--- config.mk ---
export PLATFORM = sky130hd
export DESIGN_NAME = dual_channel_crosscheck
export DESIGN_NICKNAME = d
export VERILOG_FILES = /design/src/hw/crosscheck_pkg.sv /design/src/hw/discrepancy_timer.sv /design/src/hw/dual_channel_crosscheck.sv
export VERILOG_INCLUDE_DIRS = /design/src /design/src/hw
export SDC_FILE = /design/constraint.sdc
export NUM_CORES = 1
export LEC_CHECK = 0
export BUFFER_PORTS_ARGS = -buffer_cell sky130_fd_sc_hd__buf_2
export CAP_MARGIN = 20
export CORE_AREA = 8 8 432 434
export CTS_CLUSTER_DIAMETER = 120
export CTS_CLUSTER_SIZE = 25
export DETAILED_ROUTE_END_ITERATION = 8
export DIE_AREA = 0 0 440 442
export PLACE_DENSITY = 0.31
export SLEW_MARGIN = 20
export SYNTH_ARGS = -nofsm -noshare
export SYNTH_HDL_FRONTEND = slang
export SYNTH_SLANG_ARGS = --single-unit
--- constraint.sdc ---
create_clock -name pclk -period 2.5 [get_ports pclk]
set_clock_uncertainty 0.05 [all_clocks]
set_input_delay 0.25 -clock pclk [delete_from_list [all_inputs] [get_ports pclk]]
set_output_delay 0.25 -clock pclk [all_outputs]
set_load 0.01 [all_outputs]
--- src/hw/crosscheck_regs.svh ---
`ifndef CROSSCHECK_REGS_SVH
`define CROSSCHECK_REGS_SVH

// clock and time base
`define CLK_HZ           20000000
`define CYC_PER_MS       (`CLK_HZ / 1000)
`define DISC_TIME_MS     1000
`define CMD_DISC_TIME_MS 10000
`define COMM_LOSS_MS     1000
`define OUT_CLEAR_MS     5000

// register byte offsets
`define REG_STATUS       12'h000
`define REG_ALARM        12'h004
`define REG_CYCLE        12'h008
`define REG_FADDR        12'h00C
`define REG_DIFF         12'h010

// status fields
`define ST_ALARM         0
`define ST_STOP          1
`define ST_STOP_E        2
`define ST_FAULT         3
`define ST_COMMIS        4
`define ST_ADDR_BAD      5
`define ST_OUT_CLR       28
`define ST_COMM_RUN      29

// reset values and codes
`define CYCLE_RST        8'h01
`define FADDR_RST        16'h0000
`define ALARM_MISMATCH   16'h69D2
`define KERN_STOP_D      3'h3
`define KERN_STOP_E      3'h4

`endif

--- src/hw/crosscheck_pkg.sv ---
package crosscheck_pkg;

   // one channel's compared vectors
   typedef struct packed {
      logic [63:0] cmd_word;
      logic [63:0] markers;
      logic [63:0] int_out;
      logic [63:0] int_in;
      logic [63:0] ext_out;
      logic [63:0] ext_in;
   } chan_vec_s;

   // comm-loss supervision states
   typedef enum logic [1:0] {
      COMM_OK      = 2'b00,
      COMM_WAIT    = 2'b01,
      COMM_CLEARED = 2'b10
   } comm_state_e;

endpackage

--- src/hw/discrepancy_timer.sv ---
`timescale 1ns/10ps
`default_nettype none

// counts while run is high, restarts from zero whenever run drops
module discrepancy_timer #(
   parameter int CNT_W = 28
) (
   input  wire logic             pclk,     // system clock
   input  wire logic             presetn,  // async reset, active low
   input  wire logic             run,      // count while high
   input  wire logic [CNT_W-1:0] limit,    // terminal count
   output logic                  expired   // level, cnt at limit
);

   logic [CNT_W-1:0] cnt_q;

   // saturate at the limit so expired stays up while run holds
   always_ff @(posedge pclk or negedge presetn) begin
      if (!presetn) begin
         cnt_q <= '0;
      end else if (!run) begin
         cnt_q <= '0;
      end else if (cnt_q != limit) begin
         cnt_q <= cnt_q + 1'b1;
      end
   end

   assign expired = run && (cnt_q == limit);

endmodule // discrepancy_timer

`default_nettype wire

--- src/hw/dual_channel_crosscheck.sv ---
// The APB slave port and the address map were chosen for this implementation.
`timescale 1ns/10ps
`default_nettype none
`include "crosscheck_regs.svh"

// What this block does
// tolerate difference 1 s, command word 10 s
// compare five vectors plus both channel settings
// mismatch raises alarm with code 27090
// stop only once commissioning flagged complete
// kernel complete when either id entry nonzero
// controller complete when its done bit is 1
// kernel mode 3 stop D, 4 stop E
// controller bit 1 stop E, 0 stop D
// settings take effect only after power-on
// input module fault clears inputs, stops
// one input state delivered to both channels
// telegram data is AND of external outputs
// at most 64 useful bits per module
// module address accepted only 1 to 65535
// bus cycle is n interpolation cycles, n>=1
// remote station configuration below 244 bytes; not checked by this block
// integrator feeds signals to both channels
// single-channel signals passed to other channel; this block passes none
// timer runs on difference, restarts on agreement
// exchange lost 1 s: 5 s, clear outputs
module dual_channel_crosscheck
   import crosscheck_pkg::*;
#(
   parameter int          CNT_W    = 28,
   parameter int          DATA_W   = 64,
   parameter [CNT_W-1:0]  DISC_CYC = CNT_W'(`DISC_TIME_MS * `CYC_PER_MS),
   parameter [CNT_W-1:0]  CMD_CYC  = CNT_W'(`CMD_DISC_TIME_MS * `CYC_PER_MS),
   parameter [CNT_W-1:0]  LOSS_CYC = CNT_W'(`COMM_LOSS_MS * `CYC_PER_MS),
   parameter [CNT_W-1:0]  CLR_CYC  = CNT_W'(`OUT_CLEAR_MS * `CYC_PER_MS)
) (
   input  wire logic              pclk,            // 20 MHz clock
   input  wire logic              presetn,         // async reset, active low
   input  wire logic              psel,            // apb select
   input  wire logic              penable,         // apb access phase
   input  wire logic              pwrite,          // apb direction
   input  wire logic [11:0]       paddr,           // apb byte address
   input  wire logic [31:0]       pwdata,          // apb write data
   output logic [31:0]            prdata,          // apb read data
   output logic                   pready,          // apb ready
   output logic                   pslverr,         // apb unmapped access
   input  wire chan_vec_s         kern_vec,        // motion_kernel vectors
   input  wire chan_vec_s         ctrl_vec,        // safe_logic controller vectors
   input  wire logic              xchg_strobe,     // one pulse per data exchange
   input  wire logic [15:0]       prot_id0,        // protected_id_range entry 0
   input  wire logic [15:0]       prot_id1,        // protected_id_range entry 1
   input  wire logic [2:0]        crosscheck_stop_select, // kernel stop mode
   input  wire logic              commissioning_done_bit, // controller done
   input  wire logic              stop_e_select_bit,      // controller stop E
   input  wire logic              ipo_tick,        // interpolation_cycle pulse
   input  wire logic              fb_in_valid,     // input module telegram
   input  wire logic [15:0]       fb_in_addr,      // its module address
   input  wire logic [DATA_W-1:0] fb_in_data,      // its useful data
   input  wire logic              fb_in_fault,     // module reports a fault
   output logic [DATA_W-1:0]      ext_safety_in,   // shared input state
   output logic                   tel_valid,       // safety_bus_cycle telegram
   output logic [15:0]            tel_addr,        // telegram module address
   output logic [DATA_W-1:0]      tel_data,        // telegram useful data
   output logic                   kern_stop_d,     // kernel stop-D response
   output logic                   kern_stop_e,     // kernel stop-E response
   output logic                   ctrl_stop_d,     // controller stop-D response
   output logic                   ctrl_stop_e,     // controller stop-E response
   output logic                   mismatch_alarm   // alarm 27090 active
);

   logic              cfg_loaded_q;
   logic              kern_commis_q, ctrl_commis_q;
   logic [2:0]        kern_mode_q;
   logic              ctrl_sel_e_q;
   logic              alarm_q, fault_q, stop_req_q;
   logic [7:0]        cycle_n_q;
   logic [15:0]       faddr_q;
   logic [7:0]        ipo_cnt_q;
   logic [31:0]       prdata_q;
   comm_state_e       comm_q;
   logic [5:0]        diff_vec;
   logic              diff_any, disc_exp, cmd_exp, loss_exp, clr_exp;
   logic              alarm_set, addr_ok, fault_ev, bus_end;
   logic              wr_en, rd_setup, mapped;
   logic [7:0]        eff_n;

   // settings compared as signals of their own
   assign diff_vec[0] = (kern_vec.ext_in  != ctrl_vec.ext_in);
   assign diff_vec[1] = (kern_vec.ext_out != ctrl_vec.ext_out);
   assign diff_vec[2] = (kern_vec.int_in  != ctrl_vec.int_in);
   assign diff_vec[3] = (kern_vec.int_out != ctrl_vec.int_out);
   assign diff_vec[4] = (kern_vec.markers != ctrl_vec.markers);
   assign diff_vec[5] = (kern_commis_q != ctrl_commis_q) ||
                        ((kern_mode_q == `KERN_STOP_E) != ctrl_sel_e_q);
   assign diff_any    = |diff_vec;

   // vectors share one 1 s window, command word its own 10 s window
   discrepancy_timer #(.CNT_W(CNT_W)) u_disc (
      .pclk    (pclk),
      .presetn (presetn),
      .run     (diff_any),
      .limit   (DISC_CYC),
      .expired (disc_exp)
   );
   discrepancy_timer #(.CNT_W(CNT_W)) u_cmd (
      .pclk    (pclk),
      .presetn (presetn),
      .run     (kern_vec.cmd_word != ctrl_vec.cmd_word),
      .limit   (CMD_CYC),
      .expired (cmd_exp)
   );
   // exchange supervision: a strobe restarts the silence count
   discrepancy_timer #(.CNT_W(CNT_W)) u_loss (
      .pclk    (pclk),
      .presetn (presetn),
      .run     ((comm_q == COMM_OK) && !xchg_strobe),
      .limit   (LOSS_CYC),
      .expired (loss_exp)
   );
   discrepancy_timer #(.CNT_W(CNT_W)) u_clr (
      .pclk    (pclk),
      .presetn (presetn),
      .run     (comm_q == COMM_WAIT),
      .limit   (CLR_CYC),
      .expired (clr_exp)
   );

   assign alarm_set = disc_exp || cmd_exp;
   assign addr_ok   = (faddr_q != 16'h0000);
   assign fault_ev  = fb_in_valid && fb_in_fault && addr_ok &&
                      (fb_in_addr == faddr_q);
   assign eff_n     = (cycle_n_q == 8'h00) ? 8'h01 : cycle_n_q;
   assign bus_end   = ipo_tick && (ipo_cnt_q == eff_n - 8'h01);

   // settings are caught once after reset release and then frozen;
   // later changes only count after the next power-on
   always_ff @(posedge pclk or negedge presetn) begin
      if (!presetn) begin
         cfg_loaded_q  <= 1'b0;
         kern_commis_q <= 1'b0;
         ctrl_commis_q <= 1'b0;
         kern_mode_q   <= 3'h0;
         ctrl_sel_e_q  <= 1'b0;
      end else if (!cfg_loaded_q) begin
         cfg_loaded_q  <= 1'b1;
         kern_commis_q <= (prot_id0 != 16'h0000) || (prot_id1 != 16'h0000);
         ctrl_commis_q <= (commissioning_done_bit == 1'b1);
         kern_mode_q   <= crosscheck_stop_select;
         ctrl_sel_e_q  <= stop_e_select_bit;
      end
   end

   // apb decode: zero wait states, read data captured in setup
   assign wr_en    = psel && penable && pwrite;
   assign rd_setup = psel && !penable && !pwrite;
   assign mapped   = (paddr == `REG_STATUS) || (paddr == `REG_ALARM) ||
                     (paddr == `REG_CYCLE)  || (paddr == `REG_FADDR) ||
                     (paddr == `REG_DIFF);
   assign pready   = 1'b1;
   assign pslverr  = psel && penable && !mapped;
   assign prdata   = prdata_q;

   // sticky alarm; a set in the clearing cycle wins
   always_ff @(posedge pclk or negedge presetn) begin
      if (!presetn) begin
         alarm_q <= 1'b0;
      end else if (alarm_set) begin
         alarm_q <= 1'b1;
      end else if (wr_en && (paddr == `REG_STATUS) && pwdata[`ST_ALARM]) begin
         alarm_q <= 1'b0;
      end
   end

   // module fault flag, write one to clear, set wins
   always_ff @(posedge pclk or negedge presetn) begin
      if (!presetn) begin
         fault_q <= 1'b0;
      end else if (fault_ev) begin
         fault_q <= 1'b1;
      end else if (wr_en && (paddr == `REG_STATUS) && pwdata[`ST_FAULT]) begin
         fault_q <= 1'b0;
      end
   end

   // a stop is latched until power-on; software cannot release it
   always_ff @(posedge pclk or negedge presetn) begin
      if (!presetn) begin
         stop_req_q <= 1'b0;
      end else if ((alarm_set && (kern_commis_q || ctrl_commis_q)) || fault_ev) begin
         stop_req_q <= 1'b1;
      end
   end

   // per-channel response kind from each channel's own setting
   always_ff @(posedge pclk or negedge presetn) begin
      if (!presetn) begin
         kern_stop_d <= 1'b0;
         kern_stop_e <= 1'b0;
         ctrl_stop_d <= 1'b0;
         ctrl_stop_e <= 1'b0;
      end else begin
         kern_stop_e <= stop_req_q && (kern_mode_q == `KERN_STOP_E);
         kern_stop_d <= stop_req_q && (kern_mode_q != `KERN_STOP_E);
         ctrl_stop_e <= stop_req_q && ctrl_sel_e_q;
         ctrl_stop_d <= stop_req_q && !ctrl_sel_e_q;
      end
   end

   assign mismatch_alarm = alarm_q;

   // software registers
   always_ff @(posedge pclk or negedge presetn) begin
      if (!presetn) begin
         cycle_n_q <= `CYCLE_RST;
         faddr_q   <= `FADDR_RST;
      end else if (wr_en) begin
         if (paddr == `REG_CYCLE) begin
            cycle_n_q <= pwdata[7:0];
         end
         if (paddr == `REG_FADDR) begin
            faddr_q <= pwdata[15:0];
         end
      end
   end

   // read mux, latched in the setup cycle
   always_ff @(posedge pclk or negedge presetn) begin
      if (!presetn) begin
         prdata_q <= 32'h00000000;
      end else if (rd_setup) begin
         prdata_q <= 32'h00000000;
         unique case (paddr)
            `REG_STATUS: begin
               prdata_q[`ST_ALARM]    <= alarm_q;
               prdata_q[`ST_STOP]     <= stop_req_q;
               prdata_q[`ST_STOP_E]   <= kern_stop_e;
               prdata_q[`ST_FAULT]    <= fault_q;
               prdata_q[`ST_COMMIS]   <= kern_commis_q || ctrl_commis_q;
               prdata_q[`ST_ADDR_BAD] <= !addr_ok;
               prdata_q[`ST_OUT_CLR]  <= (comm_q == COMM_CLEARED);
               prdata_q[`ST_COMM_RUN] <= (comm_q != COMM_OK);
            end
            `REG_ALARM: prdata_q[15:0] <= alarm_q ? `ALARM_MISMATCH : 16'h0000;
            `REG_CYCLE: prdata_q[7:0]  <= cycle_n_q;
            `REG_FADDR: prdata_q[15:0] <= faddr_q;
            `REG_DIFF:  prdata_q[6:0]  <= {kern_vec.cmd_word != ctrl_vec.cmd_word, diff_vec};
            default:    prdata_q       <= 32'h00000000;
         endcase
      end
   end

   // exchange loss: start 5 s warning, then clear outputs until power-on
   always_ff @(posedge pclk or negedge presetn) begin
      if (!presetn) begin
         comm_q <= COMM_OK;
      end else begin
         unique case (comm_q)
            COMM_OK:      if (loss_exp) comm_q <= COMM_WAIT;
            COMM_WAIT:    if (clr_exp) comm_q <= COMM_CLEARED;
            COMM_CLEARED: comm_q <= COMM_CLEARED;
            default:      comm_q <= COMM_CLEARED;
         endcase
      end
   end

   // one input state for both channels; a fault clears the bits
   always_ff @(posedge pclk or negedge presetn) begin
      if (!presetn) begin
         ext_safety_in <= '0;
      end else if (fb_in_valid && addr_ok && (fb_in_addr == faddr_q)) begin
         ext_safety_in <= fb_in_fault ? '0 : fb_in_data;
      end
   end

   // interpolation ticks per bus cycle
   always_ff @(posedge pclk or negedge presetn) begin
      if (!presetn) begin
         ipo_cnt_q <= 8'h00;
      end else if (ipo_tick) begin
         ipo_cnt_q <= bus_end ? 8'h00 : ipo_cnt_q + 8'h01;
      end
   end

   // output telegram; width capped at 64 useful bits by DATA_W
   always_ff @(posedge pclk or negedge presetn) begin
      if (!presetn) begin
         tel_valid <= 1'b0;
         tel_addr  <= 16'h0000;
         tel_data  <= '0;
      end else begin
         tel_valid <= bus_end && addr_ok;
         if (bus_end && addr_ok) begin
            tel_addr <= faddr_q;
            tel_data <= (comm_q == COMM_CLEARED) ? '0 :
                        DATA_W'(kern_vec.ext_out & ctrl_vec.ext_out);
         end else if (comm_q == COMM_CLEARED) begin
            tel_data <= '0;
         end
      end
   end
endmodule // dual_channel_crosscheck

`default_nettype wire

==> implementation parameters <==
Parameter                              Value

Pwr
  Share of total power in combinational logic ... 0.206
  Power Density ... 401.9 mW/mm^2
  Max VDD drop ... 446.3 uV
  Clock share of power ... 0.367
  Static leakage power ... 14.97 nW
  Sw power ... slightly below 4 mW
  Internal power ... just under 9 mW
  Portion of total power attributed to sequential cells ... 0.427
  Sw frac ... 0.3102

Clock tree
  Clock Sink Count ... 323
  Clock Tree Buf Depth ... 3
  Root buffer cell ... sky130_fd_sc_hd__clkbuf_16
  Clock H-tree levels ... 1
  Clock slew seen by the registers of the worst setup and hold paths ... 0.11 ns
  CTS tree ... done
  Clk_lat worst skew ... 0.61 ns
  Clock buffers created by TritonCTS ... 23

Yosys
  Mapped Cells ... 2,068
  Top_reg_cell synth ... sky130_fd_sc_hd__dfrtp_1
  Netlist area before placement ... 0.01912 sq mm
  Portion of synthesized cell area occupied by the leading cell type ... 0.4215
  Cells taking the most area after synthesis ... sky130_fd_sc_hd__dfrtp_1 42%, sky130_fd_sc_hd__xor2_1 15%, sky130_fd_sc_hd__nand2_1 7.6%, sky130_fd_sc_hd__xnor2_1 5.4%, sky130_fd_sc_hd__ha_1 4.9%
  Yosys warnings ... 0
  Share of the yosys chip area belonging to registers ... 0.4229
  Flops & latches, synth ... 323
  Syn avg cell area ... 9.244 sq um
  Async SR Flop Fraction ... 1.000
  Dominant cell type by area after synthesis ... sky130_fd_sc_hd__dfrtp_1
  Number of enable-type register cells in the synthesized netlist ... 0
  Synth unique cells ... 52

Place
  Final weighted congestion of routability-driven global placement ... 0.9336
  DPL Wire Length ... 120,900 microns
  Area of placed instances ... 0.02851 sq mm
  Count of input and output buffers ... 1,090

Global routing
  Pin count of the biggest net entering global routing ... 62
  Global-route wire length before repair ... around 180,000 microns
  GR Util All Layers ... 0.1347
  Total gr overflow ... 0
  Via count of the first global-routing pass ... between 20k and 25k
  Antenna violations before repair ... 123

Drt
  Mean routed wirelength per cell ... 23.67 microns
  Via-per-instance ratio ... 3.483
  1st-pass router iterations ... 5
  Via count of the routed design ... 20.30k
  Overall routed net length ... roughly 140,000 microns
  Remaining antenna violation count after routing ... 0
  Final routed DRC violation total ... 0
  Number of DRC violations after detailed-routing iteration 0 ... 979

Die
  I/O pin cnt ... 1,122
  Placement Rows ... 156
  Initial Util ... 0.1063
  Die width ... 440 microns
  Core area ... 0.1798 sq mm
  Total die area ... 0.1945 sq mm
  Die boundary height ... 442 microns

Critical path
  Buffers and inverters on the worst path ... 1
  Family with the most delay on the worst path ... simple AND/OR/NAND/NOR gates
  Cell chain of the critical path ... nor4_4, a31oi_2, ha_1, xor2_1, nand3_1, a2111oi_2, and3_4, nand2b_4, buf_4, nand2_1, a21oi_2
  Crit path DAT ... around 3.2 ns
  Critical path type ... reg2reg
  Slowest library cell on the worst path ... sky130_fd_sc_hd__dfrtp_1
  Crit path largest cell delay ... roughly 0.41 ns
  Kind of start point of the critical path ... flip-flop
  Crit path required time ... 2.92 ns
  Critical path peak fanout ... 29
  Element type at the critical path end ... flip-flop

Timing
  Final worst-path setup slack ... -0.2304 ns
  Minimum period implied by the final worst setup slack ... 2.730 ns
  Final worst-path cycle share ... 1.092
  Final hold violations ... 0
  Hold Slack ... roughly 0.0062 ns
  Pin slew with the least headroom to its limit ... 0.8446 ns
  Worst-case headroom to the max-slew limit ... 0.4369
  Maximum frequency from static timing analysis ... ~370 MHz
  Pins over their slew limit ... 0
  Unrepaired setup endpoints after global routing ... yes
  Final-report setup violation count ... 89

Outcome
  Violations in the final reports ... negative setup slack
  Run status ... finished, violations left

Final layout
  Final instance area ... roughly 0.031 sq mm
  Area added between synthesis and finish ... 64.04%
  Fraction of the core area covered by cells at the end of the flow ... 0.1744
  Count of nets after finishing ... 4,411
  Layout cells sized above 1 ... 0.4099

Worst hold path
  Class of the tightest hold or removal check ... in2reg

Job
  Number of maximum-capacitance violations ... 0
[synth_stat cells (4+ instances only)]
library cell	count
sky130_fd_sc_hd__or4_1	4
sky130_fd_sc_hd__o31ai_1	5
sky130_fd_sc_hd__and2_1	9
sky130_fd_sc_hd__buf_6	8
sky130_fd_sc_hd__nand4_1	74
sky130_fd_sc_hd__clkbuf_1	50
sky130_fd_sc_hd__or3_1	14
sky130_fd_sc_hd__nor2b_1	5
sky130_fd_sc_hd__dfrtp_1	322
sky130_fd_sc_hd__ha_1	75
sky130_fd_sc_hd__nand2_1	386
sky130_fd_sc_hd__and3_1	10
sky130_fd_sc_hd__mux2i_1	5
sky130_fd_sc_hd__a22oi_1	5
sky130_fd_sc_hd__buf_4	17
sky130_fd_sc_hd__buf_2	10
sky130_fd_sc_hd__nor4b_1	9
sky130_fd_sc_hd__inv_1	27
sky130_fd_sc_hd__and4_1	6
sky130_fd_sc_hd__xnor2_1	117
sky130_fd_sc_hd__a21oi_1	91
sky130_fd_sc_hd__nand3_1	50
sky130_fd_sc_hd__nor4_1	115
sky130_fd_sc_hd__xor2_1	330
sky130_fd_sc_hd__o21ai_0	89
sky130_fd_sc_hd__nor3_1	9
sky130_fd_sc_hd__nor2_1	153
sky130_fd_sc_hd__mux2_2	34
sky130_fd_sc_hd__nand2b_1	4
[worst reg2reg max path, cell delays in order (launching register included)]
cell                        delay [ns]
sky130_fd_sc_hd__dfrtp_1          0.41
sky130_fd_sc_hd__nor4_4           0.31
sky130_fd_sc_hd__a31oi_2          0.15
sky130_fd_sc_hd__ha_1             0.30
sky130_fd_sc_hd__xor2_1           0.16
sky130_fd_sc_hd__nand3_1          0.11
sky130_fd_sc_hd__a2111oi_2        0.25
sky130_fd_sc_hd__and3_4           0.28
sky130_fd_sc_hd__nand2b_4         0.12
sky130_fd_sc_hd__buf_4            0.27
sky130_fd_sc_hd__nand2_1          0.15
sky130_fd_sc_hd__a21oi_2          0.06
[power groups by stage]
stage	logic, mW	registers (mW)	clock network [mW]
2_1_floorplan	0.741	5.49	0
3_3_place_gp	2.35	5.49	0
3_5_place_dp	2.35	5.49	0
4_1_cts	2.54	5.39	4.95
5_1_grt	2.82	5.40	5.08
6_report	2.60	5.39	4.62
[kinds of logic after synthesis]
family                   Yosys count  synth area share
AND/OR/NAND/NOR                  858            0.2109
XOR/XNOR                         447            0.2048
flip-flops                       323            0.4229
AO/OA/AOI/OAI                    207           0.05799
buffers and inverters            116           0.03017
adder cells (fa/ha/maj)           75           0.04909
multiplexers                      40           0.02382
other                              2         0.0003928
[layer usage]
layer  vias to the layer above  track usage  part of all wire
met3                       227      0.04026             0.073
met2                       781       0.2538              0.52
li1                       9743            -                 -
met5                         -            0            0.0028
met1                      9492       0.1452              0.37
met4                        60      0.03554             0.029
[repair_timing]
action	4_1_cts	5_1_grt
pin swaps	5	10
hold endpoints to repair	182	0
gates resized for setup	21	63
cloned	2	4
setup buffers	2	6
hold buffers	132	0
endpoints found under the setup margin	119	130
[through the flow]
step                      TNS (ns)  instances  total power, mW  setup WS, ns
after global routing        -29.78       5815            13.31       -0.3930
after global placement      -48.69       5597            7.845        -1.065
after CTS                   -14.73       5773            12.88       -0.2254
after detailed placement    -52.76       5597            7.839       -0.9223
final                       -15.46       5830            12.60       -0.2304
after floorplan             -9.572       2082            6.235       -0.1289
[area by class of cell]
class	instances	area, sq um
Multi-Input combinational cell	1643	10850
Clock inverter	16	272.8
Antenna cell	47	117.6
Fill cell	20451	148400
Tap cell	2370	2965
Clock buffer	24	589.3
Inverter	28	117.6
Sequential cell	323	8085
Timing Repair Buffer	1378	8344
Timing Repair inverter	1	16.27
[final timing paths]
check | to | slack [ns] | from | depth (start not counted)
max | tel_data[62] | -0.23 | cycle_n_q[5] | 11
min | ext_safety_in[0] | 0.006 | fb_in_data[0] | 3
max reg2reg | tel_data[62] | -0.23 | cycle_n_q[5] | 11
min reg2reg | prdata[10] | 0.42 | prdata[10] | 2
max in group asynchronous | kern_commis_q | 1.32 | presetn | 3
min in group asynchronous | tel_data[0] | 0.14 | presetn | 2
[sequential cells by signal (all words and copies together) (netlist names), 2 cells and up]
register / count
ext_safety_in: 64
tel_data: 64
u_clr.cnt_q: 28
u_cmd.cnt_q: 28
u_disc.cnt_q: 28
u_loss.cnt_q: 28
prdata: 18
faddr_q: 16
tel_addr: 16
cycle_n_q: 8
ipo_cnt_q: 8
kern_mode_q: 3
comm_q: 2
[layout by cell type, fill, tap and decap left out, types with 50 or more instances in the layout]
cell	instances
sky130_fd_sc_hd__dlygate4sd3_1	132
sky130_fd_sc_hd__ha_1	74
sky130_fd_sc_hd__nand4_1	74
sky130_fd_sc_hd__buf_2	1089
sky130_fd_sc_hd__buf_4	124
sky130_fd_sc_hd__a21oi_1	61
sky130_fd_sc_hd__nor2_1	152
sky130_fd_sc_hd__nand2_1	369
sky130_fd_sc_hd__o21ai_0	89
sky130_fd_sc_hd__xor2_1	330
sky130_fd_sc_hd__nand3_1	50
sky130_fd_sc_hd__dfrtp_1	321
sky130_fd_sc_hd__xnor2_1	117
sky130_fd_sc_hd__nor4_1	104
(Power assumes the default switching activity.)
